==> src/logic/omrcb_pkg.sv <==
// Purpose: Constants and types for the modulator and reference configuration bank
// Assumes: 8-bit register port with byte addresses as printed
// Notes: Single-bit field positions and reset values live here; multi-bit fields are sliced in the bank
package omrcb_pkg;
   localparam int unsigned ADDR_W = 8;
   localparam int unsigned DATA_W = 8;

   // ----------------------------------------
   // Register offsets
   // ----------------------------------------
   localparam logic [7:0] OFS_REFERENCE_ENABLES = 8'h15;
   localparam logic [7:0] OFS_SHARED_MODES = 8'h1a;
   localparam logic [7:0] OFS_FIRST_OFFSET_CTRL = 8'h1b;
   localparam logic [7:0] OFS_FIRST_REF_SCALE = 8'h1c;
   localparam logic [7:0] OFS_FIRST_S1_INTEGRATOR = 8'h1d;
   localparam logic [7:0] OFS_FIRST_S1_REFCURRENT = 8'h1e;
   localparam logic [7:0] OFS_FIRST_S2_INTEGRATOR = 8'h1f;
   localparam logic [7:0] OFS_FIRST_S2_REFCURRENT = 8'h20;
   localparam logic [7:0] OFS_SECOND_OFFSET_CTRL = 8'h21;
   localparam logic [7:0] OFS_SECOND_REF_SCALE = 8'h22;
   localparam logic [7:0] OFS_SECOND_S1_INTEGRATOR = 8'h23;
   localparam logic [7:0] OFS_SECOND_S1_REFCURRENT = 8'h24;
   localparam logic [7:0] OFS_SECOND_S2_INTEGRATOR = 8'h25;
   localparam logic [7:0] OFS_SECOND_S2_REFCURRENT = 8'h26;

   // ----------------------------------------
   // Writable bit masks and reset values
   // ----------------------------------------
   localparam logic [7:0] MASK_REFERENCE = 8'hf8;
   localparam logic [7:0] MASK_SHARED = 8'h7f;
   localparam logic [7:0] MASK_OFFSET_CTRL = 8'h3f;
   localparam logic [7:0] MASK_REF_SCALE = 8'h0f;
   localparam logic [7:0] MASK_INTEGRATOR = 8'h3f;
   localparam logic [7:0] MASK_REFCURRENT = 8'hff;
   localparam logic [7:0] RST_REFERENCE = 8'h40;
   localparam logic [7:0] RST_OFFSET_CTRL = 8'h04;
   localparam logic [7:0] RST_ZERO = 8'h00;

   // ----------------------------------------
   // Field positions
   // ----------------------------------------
   localparam int unsigned POS_BANDGAP_ON = 7;
   localparam int unsigned POS_LED_LOWNOISE = 6;
   localparam int unsigned POS_VCM_BUFFER_ON = 5;
   localparam int unsigned POS_STARTUP_OLD = 4;
   localparam int unsigned POS_LED_REF_BUFFER_ON = 3;
   localparam int unsigned POS_ROUTE = 5;
   localparam int unsigned POS_MOD_ON = 4;
   localparam int unsigned POS_POLARITY = 3;
   localparam int unsigned POS_AMPLITUDE = 5;

   // Codes that carry a defined meaning
   localparam logic [3:0] FIRST_SCALE_0P625 = 4'h4;
   localparam logic [3:0] FIRST_SCALE_1P000 = 4'h7;
   localparam logic [3:0] SECOND_SCALE_MAX = 4'h7;
   localparam logic [4:0] CAP_CODE_MAX = 5'h0f;
   localparam logic [7:0] IREF_CODE_MAX = 8'h1f;

   typedef struct packed {
      logic on;
      logic [1:0] offset_dac_sel;   // Bit0: this DAC to first, bit1: this DAC to second
      logic polarity;
      logic [2:0] fullscale;
      logic [7:0] fullscale_onehot;  // 1 uA << code
      logic [3:0] ref_scale;
      logic ref_scale_reserved;
      logic amplitude_scaling;
      logic [4:0] capacitance;
      logic [7:0] reference_current;
      logic code_reserved;          // Active sequence holds a reserved code; first also flags polarity 1
   } omrcb_mod_t;

   typedef struct packed {
      logic [1:0] integrator_mode;
      logic [1:0] comparator_mode;
      logic [2:0] refdac_mode;
      logic bandgap_on;
      logic led_lownoise_source;
      logic vcm_buffer_on;
      logic startup_old;
      logic led_reference_buffer_on;
   } omrcb_shared_t;
endpackage

==> src/logic/omrcb_bank.sv <==
// Purpose: Configuration bank for two optical modulators and the reference block
// Assumes: Byte register port on the system clock; write and read strobes one cycle
// Notes: Outputs are registered decodes of the stored fields
// Notes on behaviour
// - Shared mode register holds integrator, comparator and reference modes, reset zero.
// - First route bit moves first offset DAC to second modulator if polarity set.
// - Second route bit moves second offset DAC to first modulator if first polarity set.
// - First polarity bit 0 subtracts offset current; code 1 is reserved.
// - Second polarity bit 0 subtracts, 1 adds offset current.
// - Full-scale code n gives 1 uA times two to n, reset code 4.
// - Second scale code n gives (n+1)/8; codes 8 to 15 reserved.
// - First scale code 4 is 0.625, code 7 is 1.000, others reserved.
// - Per sequence amplitude bit 5 and capacitance code; above 15 reserved.
// - Per sequence reference current code; above 31 reserved.
// - Active sequence picks its own capacitance and current settings.
// - Reference bit 6 picks the low-noise LED current source, reset one.
// - Reference bit 4 picks old start-up circuit when set, reset zero.
// - Reference bit 3 enables the LED reference buffer, reset zero.
module omrcb_bank (
   input wire logic clk_sys_i,
   input wire logic reset_i,
   input wire logic [omrcb_pkg::ADDR_W-1:0] reg_addr_i,
   input wire logic [omrcb_pkg::DATA_W-1:0] reg_wdata_i,
   input wire logic reg_write_i,
   input wire logic reg_read_i,
   input wire logic seq2_active_i,
   output logic [omrcb_pkg::DATA_W-1:0] reg_rdata_o,
   output logic reg_rvalid_o,
   output omrcb_pkg::omrcb_mod_t first_modulator_o,
   output omrcb_pkg::omrcb_mod_t second_modulator_o,
   output omrcb_pkg::omrcb_shared_t shared_o
);
   import omrcb_pkg::*;
   localparam int unsigned NREG = 14;

   // ----------------------------------------
   // Register map
   // ----------------------------------------
   function automatic logic [7:0] reg_offset(input int unsigned idx);
      case (idx)
         0: reg_offset = OFS_REFERENCE_ENABLES;
         1: reg_offset = OFS_SHARED_MODES;
         2: reg_offset = OFS_FIRST_OFFSET_CTRL;
         3: reg_offset = OFS_FIRST_REF_SCALE;
         4: reg_offset = OFS_FIRST_S1_INTEGRATOR;
         5: reg_offset = OFS_FIRST_S1_REFCURRENT;
         6: reg_offset = OFS_FIRST_S2_INTEGRATOR;
         7: reg_offset = OFS_FIRST_S2_REFCURRENT;
         8: reg_offset = OFS_SECOND_OFFSET_CTRL;
         9: reg_offset = OFS_SECOND_REF_SCALE;
         10: reg_offset = OFS_SECOND_S1_INTEGRATOR;
         11: reg_offset = OFS_SECOND_S1_REFCURRENT;
         12: reg_offset = OFS_SECOND_S2_INTEGRATOR;
         default: reg_offset = OFS_SECOND_S2_REFCURRENT;
      endcase
   endfunction

   // Only defined bit positions are kept; the rest read zero
   function automatic logic [7:0] reg_mask(input int unsigned idx);
      case (idx)
         0: reg_mask = MASK_REFERENCE;
         1: reg_mask = MASK_SHARED;
         2, 8: reg_mask = MASK_OFFSET_CTRL;
         3, 9: reg_mask = MASK_REF_SCALE;
         4, 6, 10, 12: reg_mask = MASK_INTEGRATOR;
         default: reg_mask = MASK_REFCURRENT;
      endcase
   endfunction

   function automatic logic [7:0] reg_reset(input int unsigned idx);
      case (idx)
         0: reg_reset = RST_REFERENCE;
         2, 8: reg_reset = RST_OFFSET_CTRL;
         default: reg_reset = RST_ZERO;
      endcase
   endfunction

   logic [7:0] regs [NREG];
   logic [7:0] next_regs [NREG];
   logic [7:0] next_rdata;
   logic next_rvalid;
   logic [7:0] rdata_q;
   logic rvalid_q;

   // ----------------------------------------
   // Register storage
   // ----------------------------------------
   always_comb begin
      for (int i = 0; i < NREG; i++) begin
         next_regs[i] = regs[i];
         if (reg_write_i && reg_addr_i == reg_offset(i)) begin
            // Reserved codes stored as written
            next_regs[i] = reg_wdata_i & reg_mask(i);
         end
      end
   end

   generate
      for (genvar g = 0; g < NREG; g++) begin : g_reg
         always_ff @(posedge clk_sys_i or posedge reset_i) begin
            if (reset_i) begin
               regs[g] <= reg_reset(g);
            end else begin
               regs[g] <= next_regs[g];
            end
         end
      end
   endgenerate

   // ----------------------------------------
   // Read port
   // ----------------------------------------
   always_comb begin
      next_rdata = 8'h00;
      next_rvalid = reg_read_i;
      if (reg_read_i) begin
         for (int i = 0; i < NREG; i++) begin
            if (reg_addr_i == reg_offset(i)) begin
               next_rdata = regs[i];
            end
         end
      end
   end

   always_ff @(posedge clk_sys_i or posedge reset_i) begin
      if (reset_i) begin
         rdata_q <= 8'h00;
         rvalid_q <= 1'b0;
      end else begin
         rdata_q <= next_rdata;
         rvalid_q <= next_rvalid;
      end
   end

   assign reg_rdata_o = rdata_q;
   assign reg_rvalid_o = rvalid_q;

   // ----------------------------------------
   // Static decodes
   // ----------------------------------------
   logic [7:0] ctl1;
   logic [7:0] ctl2;
   logic first_offset_route;
   logic second_offset_route;
   logic first_offset_polarity;
   logic second_offset_polarity;
   logic [3:0] first_reference_scaler;
   logic [3:0] second_reference_scaler;
   omrcb_mod_t next_first;
   omrcb_mod_t next_second;
   omrcb_shared_t next_shared;
   omrcb_mod_t first_q;
   omrcb_mod_t second_q;
   omrcb_shared_t shared_q;
   logic f_amp, s_amp, f_res, s_res;
   logic [4:0] f_cap, s_cap;
   logic [7:0] f_cur, s_cur;

   assign ctl1 = regs[2];
   assign ctl2 = regs[8];
   assign first_offset_route = ctl1[POS_ROUTE];
   assign second_offset_route = ctl2[POS_ROUTE];
   assign first_offset_polarity = ctl1[POS_POLARITY];
   assign second_offset_polarity = ctl2[POS_POLARITY];
   assign first_reference_scaler = regs[3][3:0];
   assign second_reference_scaler = regs[9][3:0];

   // Per-sequence selection runs in its own registered stage
   omrcb_seq_select u_first_seq (
      .clk_sys_i(clk_sys_i),
      .reset_i(reset_i),
      .seq2_active_i(seq2_active_i),
      .s1_integrator_i(regs[4]),
      .s1_current_i(regs[5]),
      .s2_integrator_i(regs[6]),
      .s2_current_i(regs[7]),
      .amplitude_o(f_amp),
      .capacitance_o(f_cap),
      .current_o(f_cur),
      .reserved_o(f_res)
   );

   omrcb_seq_select u_second_seq (
      .clk_sys_i(clk_sys_i),
      .reset_i(reset_i),
      .seq2_active_i(seq2_active_i),
      .s1_integrator_i(regs[10]),
      .s1_current_i(regs[11]),
      .s2_integrator_i(regs[12]),
      .s2_current_i(regs[13]),
      .amplitude_o(s_amp),
      .capacitance_o(s_cap),
      .current_o(s_cur),
      .reserved_o(s_res)
   );

   always_comb begin
      next_first = '0;
      next_second = '0;
      next_first.on = ctl1[POS_MOD_ON];
      next_second.on = ctl2[POS_MOD_ON];
      // Routing only takes effect with first polarity set
      next_first.offset_dac_sel = (first_offset_route && first_offset_polarity)
         ? 2'b10 : 2'b01;
      next_second.offset_dac_sel = (second_offset_route && first_offset_polarity)
         ? 2'b01 : 2'b10;
      next_first.polarity = first_offset_polarity;
      next_second.polarity = second_offset_polarity;
      next_first.fullscale = ctl1[2:0];
      next_second.fullscale = ctl2[2:0];
      next_first.fullscale_onehot = 8'h01 << ctl1[2:0];
      next_second.fullscale_onehot = 8'h01 << ctl2[2:0];
      next_first.ref_scale = first_reference_scaler;
      next_second.ref_scale = second_reference_scaler;
      next_first.ref_scale_reserved = (first_reference_scaler != FIRST_SCALE_0P625)
         && (first_reference_scaler != FIRST_SCALE_1P000);
      next_second.ref_scale_reserved = second_reference_scaler > SECOND_SCALE_MAX;
      next_first.amplitude_scaling = f_amp;
      next_second.amplitude_scaling = s_amp;
      next_first.capacitance = f_cap;
      next_second.capacitance = s_cap;
      next_first.reference_current = f_cur;
      next_second.reference_current = s_cur;
      // Polarity code 1 counts as reserved on the first modulator
      next_first.code_reserved = f_res || first_offset_polarity;
      next_second.code_reserved = s_res;
      next_shared.integrator_mode = regs[1][6:5];
      next_shared.comparator_mode = regs[1][4:3];
      next_shared.refdac_mode = regs[1][2:0];
      next_shared.bandgap_on = regs[0][POS_BANDGAP_ON];
      next_shared.led_lownoise_source = regs[0][POS_LED_LOWNOISE];
      next_shared.vcm_buffer_on = regs[0][POS_VCM_BUFFER_ON];
      next_shared.startup_old = regs[0][POS_STARTUP_OLD];
      next_shared.led_reference_buffer_on = regs[0][POS_LED_REF_BUFFER_ON];
   end

   always_ff @(posedge clk_sys_i or posedge reset_i) begin
      if (reset_i) begin
         first_q <= '0;
         second_q <= '0;
         shared_q <= '0;
      end else begin
         first_q <= next_first;
         second_q <= next_second;
         shared_q <= next_shared;
      end
   end

   assign first_modulator_o = first_q;
   assign second_modulator_o = second_q;
   assign shared_o = shared_q;

   // ----------------------------------------
   // Checks
   // ----------------------------------------
   rd_zero_a: assert property (@(posedge clk_sys_i) disable iff (reset_i)
      reg_read_i && reg_addr_i == OFS_REFERENCE_ENABLES |=> reg_rdata_o[2:0] == 3'h0)
      else $error("Undefined reference bits read nonzero");
   route_first_a: assert property (@(posedge clk_sys_i) disable iff (reset_i)
      ##1 (first_modulator_o.offset_dac_sel == 2'b10) == $past(ctl1[5] && ctl1[3]))
      else $error("First offset routing wrong");
   route_second_a: assert property (@(posedge clk_sys_i) disable iff (reset_i)
      ##1 (second_modulator_o.offset_dac_sel == 2'b01) == $past(ctl2[5] && ctl1[3]))
      else $error("Second offset routing wrong");
   mod_on_a: assert property (@(posedge clk_sys_i) disable iff (reset_i)
      reg_write_i && reg_addr_i == OFS_FIRST_OFFSET_CTRL |=> ##1
      first_modulator_o.on == $past(reg_wdata_i[4], 2))
      else $error("First modulator enable not applied");
   // First edge after release still shows the reset image, not the decode
   fs_decode_a: assert property (@(posedge clk_sys_i) disable iff (reset_i)
      !reset_i ##1 1'b1 |-> second_modulator_o.fullscale_onehot == (8'h01 << $past(ctl2[2:0])))
      else $error("Full-scale decode wrong");
   scale_res_a: assert property (@(posedge clk_sys_i) disable iff (reset_i)
      ##1 second_modulator_o.ref_scale_reserved == $past(regs[9][3]))
      else $error("Second scale reserved flag wrong");
   first_res_a: assert property (@(posedge clk_sys_i) disable iff (reset_i)
      ##1 $past(regs[3][3:0] == 4'h7) |-> !first_modulator_o.ref_scale_reserved)
      else $error("First scale code seven flagged reserved");
   ledsrc_a: assert property (@(posedge clk_sys_i) disable iff (reset_i)
      !reset_i ##1 1'b1 |-> shared_o.led_lownoise_source == $past(regs[0][6]))
      else $error("LED source select wrong");
   modes_a: assert property (@(posedge clk_sys_i) disable iff (reset_i)
      reg_write_i && reg_addr_i == OFS_SHARED_MODES |=> ##1
      shared_o.refdac_mode == $past(reg_wdata_i[2:0], 2))
      else $error("Reference DAC mode not applied");
   startup_a: assert property (@(posedge clk_sys_i) disable iff (reset_i)
      ##1 shared_o.startup_old == $past(regs[0][4]))
      else $error("Start-up select wrong");
   ledbuf_a: assert property (@(posedge clk_sys_i) disable iff (reset_i)
      ##1 shared_o.led_reference_buffer_on == $past(regs[0][3]))
      else $error("LED buffer enable wrong");
   cap_seq_a: assert property (@(posedge clk_sys_i) disable iff (reset_i)
      seq2_active_i [*3] |-> ##2 first_modulator_o.capacitance == $past(regs[6][4:0], 2))
      else $error("Sequence two capacitance not used");
   cur_seq_a: assert property (@(posedge clk_sys_i) disable iff (reset_i)
      !seq2_active_i [*3] |-> ##2 second_modulator_o.reference_current == $past(regs[11], 2))
      else $error("Sequence one current not used");

   seq_swap_c: cover property (@(posedge clk_sys_i) disable iff (reset_i)
      !seq2_active_i ##1 seq2_active_i);
   route_c: cover property (@(posedge clk_sys_i) disable iff (reset_i)
      first_modulator_o.offset_dac_sel == 2'b10);
   readback_c: cover property (@(posedge clk_sys_i) disable iff (reset_i)
      reg_write_i ##1 reg_read_i ##1 reg_rvalid_o);
endmodule // omrcb_bank

==> src/logic/omrcb_seq_select.sv <==
// Purpose: Per-sequence setting selector for one modulator
// Assumes: Sequence select is a same-clock level from the sequencer
// Notes: Registered so the analog side never sees a decode glitch
module omrcb_seq_select (
   input wire logic clk_sys_i,
   input wire logic reset_i,
   input wire logic seq2_active_i,
   input wire logic [7:0] s1_integrator_i,
   input wire logic [7:0] s1_current_i,
   input wire logic [7:0] s2_integrator_i,
   input wire logic [7:0] s2_current_i,
   output logic amplitude_o,
   output logic [4:0] capacitance_o,
   output logic [7:0] current_o,
   output logic reserved_o
);
   import omrcb_pkg::*;
   logic [7:0] next_integ;
   logic [7:0] next_cur;
   logic amp_q;
   logic [4:0] cap_q;
   logic [7:0] cur_q;
   logic next_res;
   logic res_q;

   always_comb begin
      next_integ = seq2_active_i ? s2_integrator_i : s1_integrator_i;
      next_cur = seq2_active_i ? s2_current_i : s1_current_i;
      next_res = (next_integ[4:0] > CAP_CODE_MAX) || (next_cur > IREF_CODE_MAX);
   end

   always_ff @(posedge clk_sys_i or posedge reset_i) begin
      if (reset_i) begin
         amp_q <= 1'b0;
         cap_q <= 5'h00;
         cur_q <= 8'h00;
         res_q <= 1'b0;
      end else begin
         amp_q <= next_integ[POS_AMPLITUDE];
         cap_q <= next_integ[4:0];
         cur_q <= next_cur;
         res_q <= next_res;
      end
   end

   assign amplitude_o = amp_q;
   assign capacitance_o = cap_q;
   assign current_o = cur_q;
   assign reserved_o = res_q;

   seq_follow_a: assert property (@(posedge clk_sys_i) disable iff (reset_i)
      1'b1 ##1 1'b1 |-> current_o == $past(seq2_active_i ? s2_current_i : s1_current_i))
      else $error("Sequence current does not follow selected sequence");
endmodule // omrcb_seq_select

==> config.mk <==
export PLATFORM = sky130hd
export DESIGN_NAME = omrcb_bank
export DESIGN_NICKNAME = d
export VERILOG_FILES = /design/src/logic/omrcb_pkg.sv /design/src/logic/omrcb_bank.sv /design/src/logic/omrcb_seq_select.sv
export SDC_FILE = /design/constraint.sdc
export NUM_CORES = 1
export LEC_CHECK = 0
export ABC_CLOCK_PERIOD_IN_PS = 13300
export BUFFER_PORTS_ARGS = -buffer_cell sky130_fd_sc_hd__buf_2
export CAP_MARGIN = 20
export CORE_ASPECT_RATIO = 1.5
export CORE_MARGIN = 2
export CORE_UTILIZATION = 60
export DETAILED_ROUTE_END_ITERATION = 16
export PLACE_DENSITY = 0.83
export SYNTH_ARGS = -nofsm -noshare
export SYNTH_HDL_FRONTEND = slang
export SYNTH_SLANG_ARGS = --single-unit
==> constraint.sdc <==
create_clock -name clk_sys_i -period 13.3 [get_ports clk_sys_i]
set_clock_uncertainty 0.2 [all_clocks]
set_input_delay 0 -clock clk_sys_i [delete_from_list [all_inputs] [get_ports clk_sys_i]]
set_output_delay 0 -clock clk_sys_i [all_outputs]
set_load 0.02 [all_outputs]
==> results.ini <==
[sta]
fin_hold_ws_ns = -0.0103
fmax_mhz = 362
slew_viol_final = 0
setup_violations = 0
setup_tns_ns = 0
hold_violations = 3
period_minus_slack_ns = 2.76
tightest_slew_ns = 0.908
period_share_pct = 20.8
slew_headroom_pct = 39.5
rsz0062_at_grt = false

[worst_setup_path]
slowest_delay_ns = 0.86
crit_arrival_ns = 2.89
path_class = in -> reg
start_kind = input pin
critical_path.cell_chain = dlygate4sd3_1, buf_2, nor4_4, dlygate4sd3_1, nand2_1, a22o_1, a221oi_1
cp_max_fo = 9
required_ns = 13.43
endpoint_kind = flop
worst_path_most_repeated_cell = dlygate4sd3_1
critPathSlowestCell = dlygate4sd3_1

[global_route]
grt_pass1_wl_mm = 29.8
grt_start_max_net_pins = 122
grt_pass1_vias = 5384
grt_use_total_pct = 26.3
grt_overflow = 0
grt_antenna_before_repair = 0

[cts]
clk_pin_slew_worst_paths_ns = 0.06
clkSinkCount = 209
clock_latency_ns = 0.49
clock-root-buffer = clkbuf_16
hold_buffers = 17
cts_max_level = 1
cts_tree = built
cts_setup_buffers = 0
numCtsBuffers = 19
clockBufferDepth = 3
post_cts_resize_count = 0

[placed_design]
hpwl_mm = 12.2
io_buffers = 111
placed_cell_area_sq_um = 8700
routabilityCongestion = 0.990
dp.cells = 812

[routing]
drtIter0Drc = 478
vias_per_cell = 6.11
dr.pass1.iters = 6
drt-total-wl_mm = 18.8
drc = 0
drt.antenna.violating_nets = 0
vias = 5275
wire_per_inst_um = 21.7

[power_and_ir_drop]
peakVddDrop_uv = 110
power_leakage_nw = 4.90
total_power_w = 0.00132
p_per_area_nw_per_um2 = 139

[flow_run]
drv_cap = 0

[floorplan]
fp.dieW_um = 98.9
rows = 52
die_h_um = 146
die_area_sq_um = 14500
core_area_sq_um = 13300
initial_core_util_pct = 60.7
io_pins = 112

[yosys]
syn-cell-area_sq_um = 8100
synthCells = 576
synthFlopType = dfrtp_1
syn_area_per_cell_sq_um = 14.1
postSynth.asyncResetShare_pct = 100
synth_cell_types = 59
synth_enable_flop_cells = 0
yosys_warnings = 0
synth.yosys.seq_area_share_pct = 64.6
syn-num-nets = 597
synth-seq-cells = 209

[cells_and_area]
area_growth_pct = 17.5
fin_cells = 864
final_util_pct = 71.4
final_nets = 710
drive_gt1_share_pct = 39.5
stdcell_area_sq_um = 9520
diodes = 0

[run_status]
violations = hold timing
status = finished with violations

[hold_path]
hold_class = in -> async

final cells by class:
| type | instances | area (sq um) |
|---|---|---|
| multi-input cells | 316 | 2650 |
| repair buffers | 130 | 761 |
| clock buffers | 26 | 542 |
| inverters | 13 | 56.3 |
| fillers | 854 | 3820 |
| well taps | 162 | 203 |
| flip-flops and latches | 209 | 5230 |
| clock inverters | 8 | 75.1 |
synth_stat cells, types with 4 or more instances:
| cell | instances | area share [%] |
|---|---|---|
| nand3_1 | 12 | 0.74 |
| o211ai_1 | 12 | 1.1 |
| mux2i_1 | 6 | 0.74 |
| a21oi_1 | 9 | 0.56 |
| mux2_2 | 114 | 16 |
| nand2b_1 | 6 | 0.46 |
| a21boi_0 | 4 | 0.37 |
| nor2b_1 | 5 | 0.39 |
| nor3_1 | 11 | 0.68 |
| a31oi_1 | 4 | 0.31 |
| o21ai_0 | 22 | 1.4 |
| a221oi_1 | 5 | 0.54 |
| inv_1 | 13 | 0.60 |
| nor2_1 | 13 | 0.60 |
| clkbuf_1 | 18 | 0.83 |
| a211oi_1 | 5 | 0.46 |
| and3_1 | 7 | 0.54 |
| buf_2 | 14 | 0.86 |
| mux2_4 | 6 | 1.1 |
| buf_1 | 4 | 0.19 |
| dfrtp_1 | 206 | 64 |
| nand2_1 | 21 | 0.97 |
placed cells by master (no fill, tap or decap), types with 3 or more instances in the layout:
cell,count
nand3_1,12
nor3_1,11
nand2_1,21
a21boi_0,4
clkbuf_16,19
a21oi_1,9
dfstp_2,3
nor2_1,13
o22ai_1,3
nor3b_1,3
nand2b_1,6
clkinv_2,4
clkbuf_8,4
and3_1,7
o211ai_1,12
nand4_1,3
dlygate4sd3_1,17
mux2_4,6
a22oi_1,3
inv_1,12
dfrtp_1,206
o21ai_0,22
mux2_2,114
nor2b_1,5
mux2i_1,6
a32oi_1,3
a221oi_1,5
and3b_1,3
buf_2,111
a31oi_1,4
clkbuf_1,3
a211oi_1,5
a2bb2oi_1,3
registers in the layout (all words and copies together) (netlist names), 8 cells and up:
signal	cells
regs	56
second_modulator_o	35
u_first_seq.current_o	8
first_modulator_o	35
shared_o	12
next_shared	12
reg_rdata_o	8
u_second_seq.current_o	8
per-stage QoR:
| stage | hold slack [ns] | setup WS [ns] |
|---|---|---|
| final | -0.0103 | 10.54 |
| after global routing | 0.0643 | 10.49 |
| after CTS | 0.00315 | 10.63 |
| after detailed placement | 0.0259 | 10.79 |
| after global placement | -0.00206 | 10.89 |
| after floorplan | -0.169 | 7.40 |
logic make-up after synthesis:
| family | Yosys count | synth area share [%] |
|---|---|---|
| buffers and inverters | 51 | 2.72 |
| AND/OR/NAND/NOR | 103 | 7.66 |
| AO/OA/AOI/OAI | 86 | 7.21 |
| XOR/XNOR | 1 | 0.108 |
| multiplexers | 126 | 17.7 |
| flip-flops | 209 | 64.6 |
worst paths after layout:
kind / start / to / slack, ns / depth (start not counted)
setup / recovery: reg_addr_i[7] / reg_rdata_o[5] / 10.54 / 7
min in group clk_sys_i: reg_addr_i[1] / reg_rdata_o[4] / 0.03 / 3
setup reg to reg: next_shared[2] / reg_rdata_o[5] / 11.47 / 5
max in group asynchronous: reset_i / reg_rvalid_o / 11.70 / 5
hold / removal: reset_i / first_modulator_o[29] / -0.01 / 3
hold reg to reg: u_first_seq.current_o[7] / first_modulator_o[8] / 0.14 / 0
critical path, delay by kind of cell:
family / cells / cell delay (ns)
AO/OA/AOI/OAI: 2 / 0.61
buffers and inverters: 3 / 1.57
AND/OR/NAND/NOR: 2 / 0.71
where the power goes:
group	internal, W	leakage [nW]	switching, W	total, W
registers	0.000666	2.82	0.0000193	0.000686
clock network	0.000307	0.305	0.000227	0.000533
logic	0.0000388	1.77	0.0000663	0.000105
total	0.00101	4.90	0.000312	0.00132
layer usage:
metal	track usage, %	up-vias	share of wire, %
li1	-	2276	-
met1	33.3	2662	37
met2	45.2	279	52
met3	3.40	58	6.2
met4	11.8	0	4.3
met5	0	-	0
Power figures use the tool's default switching activity.
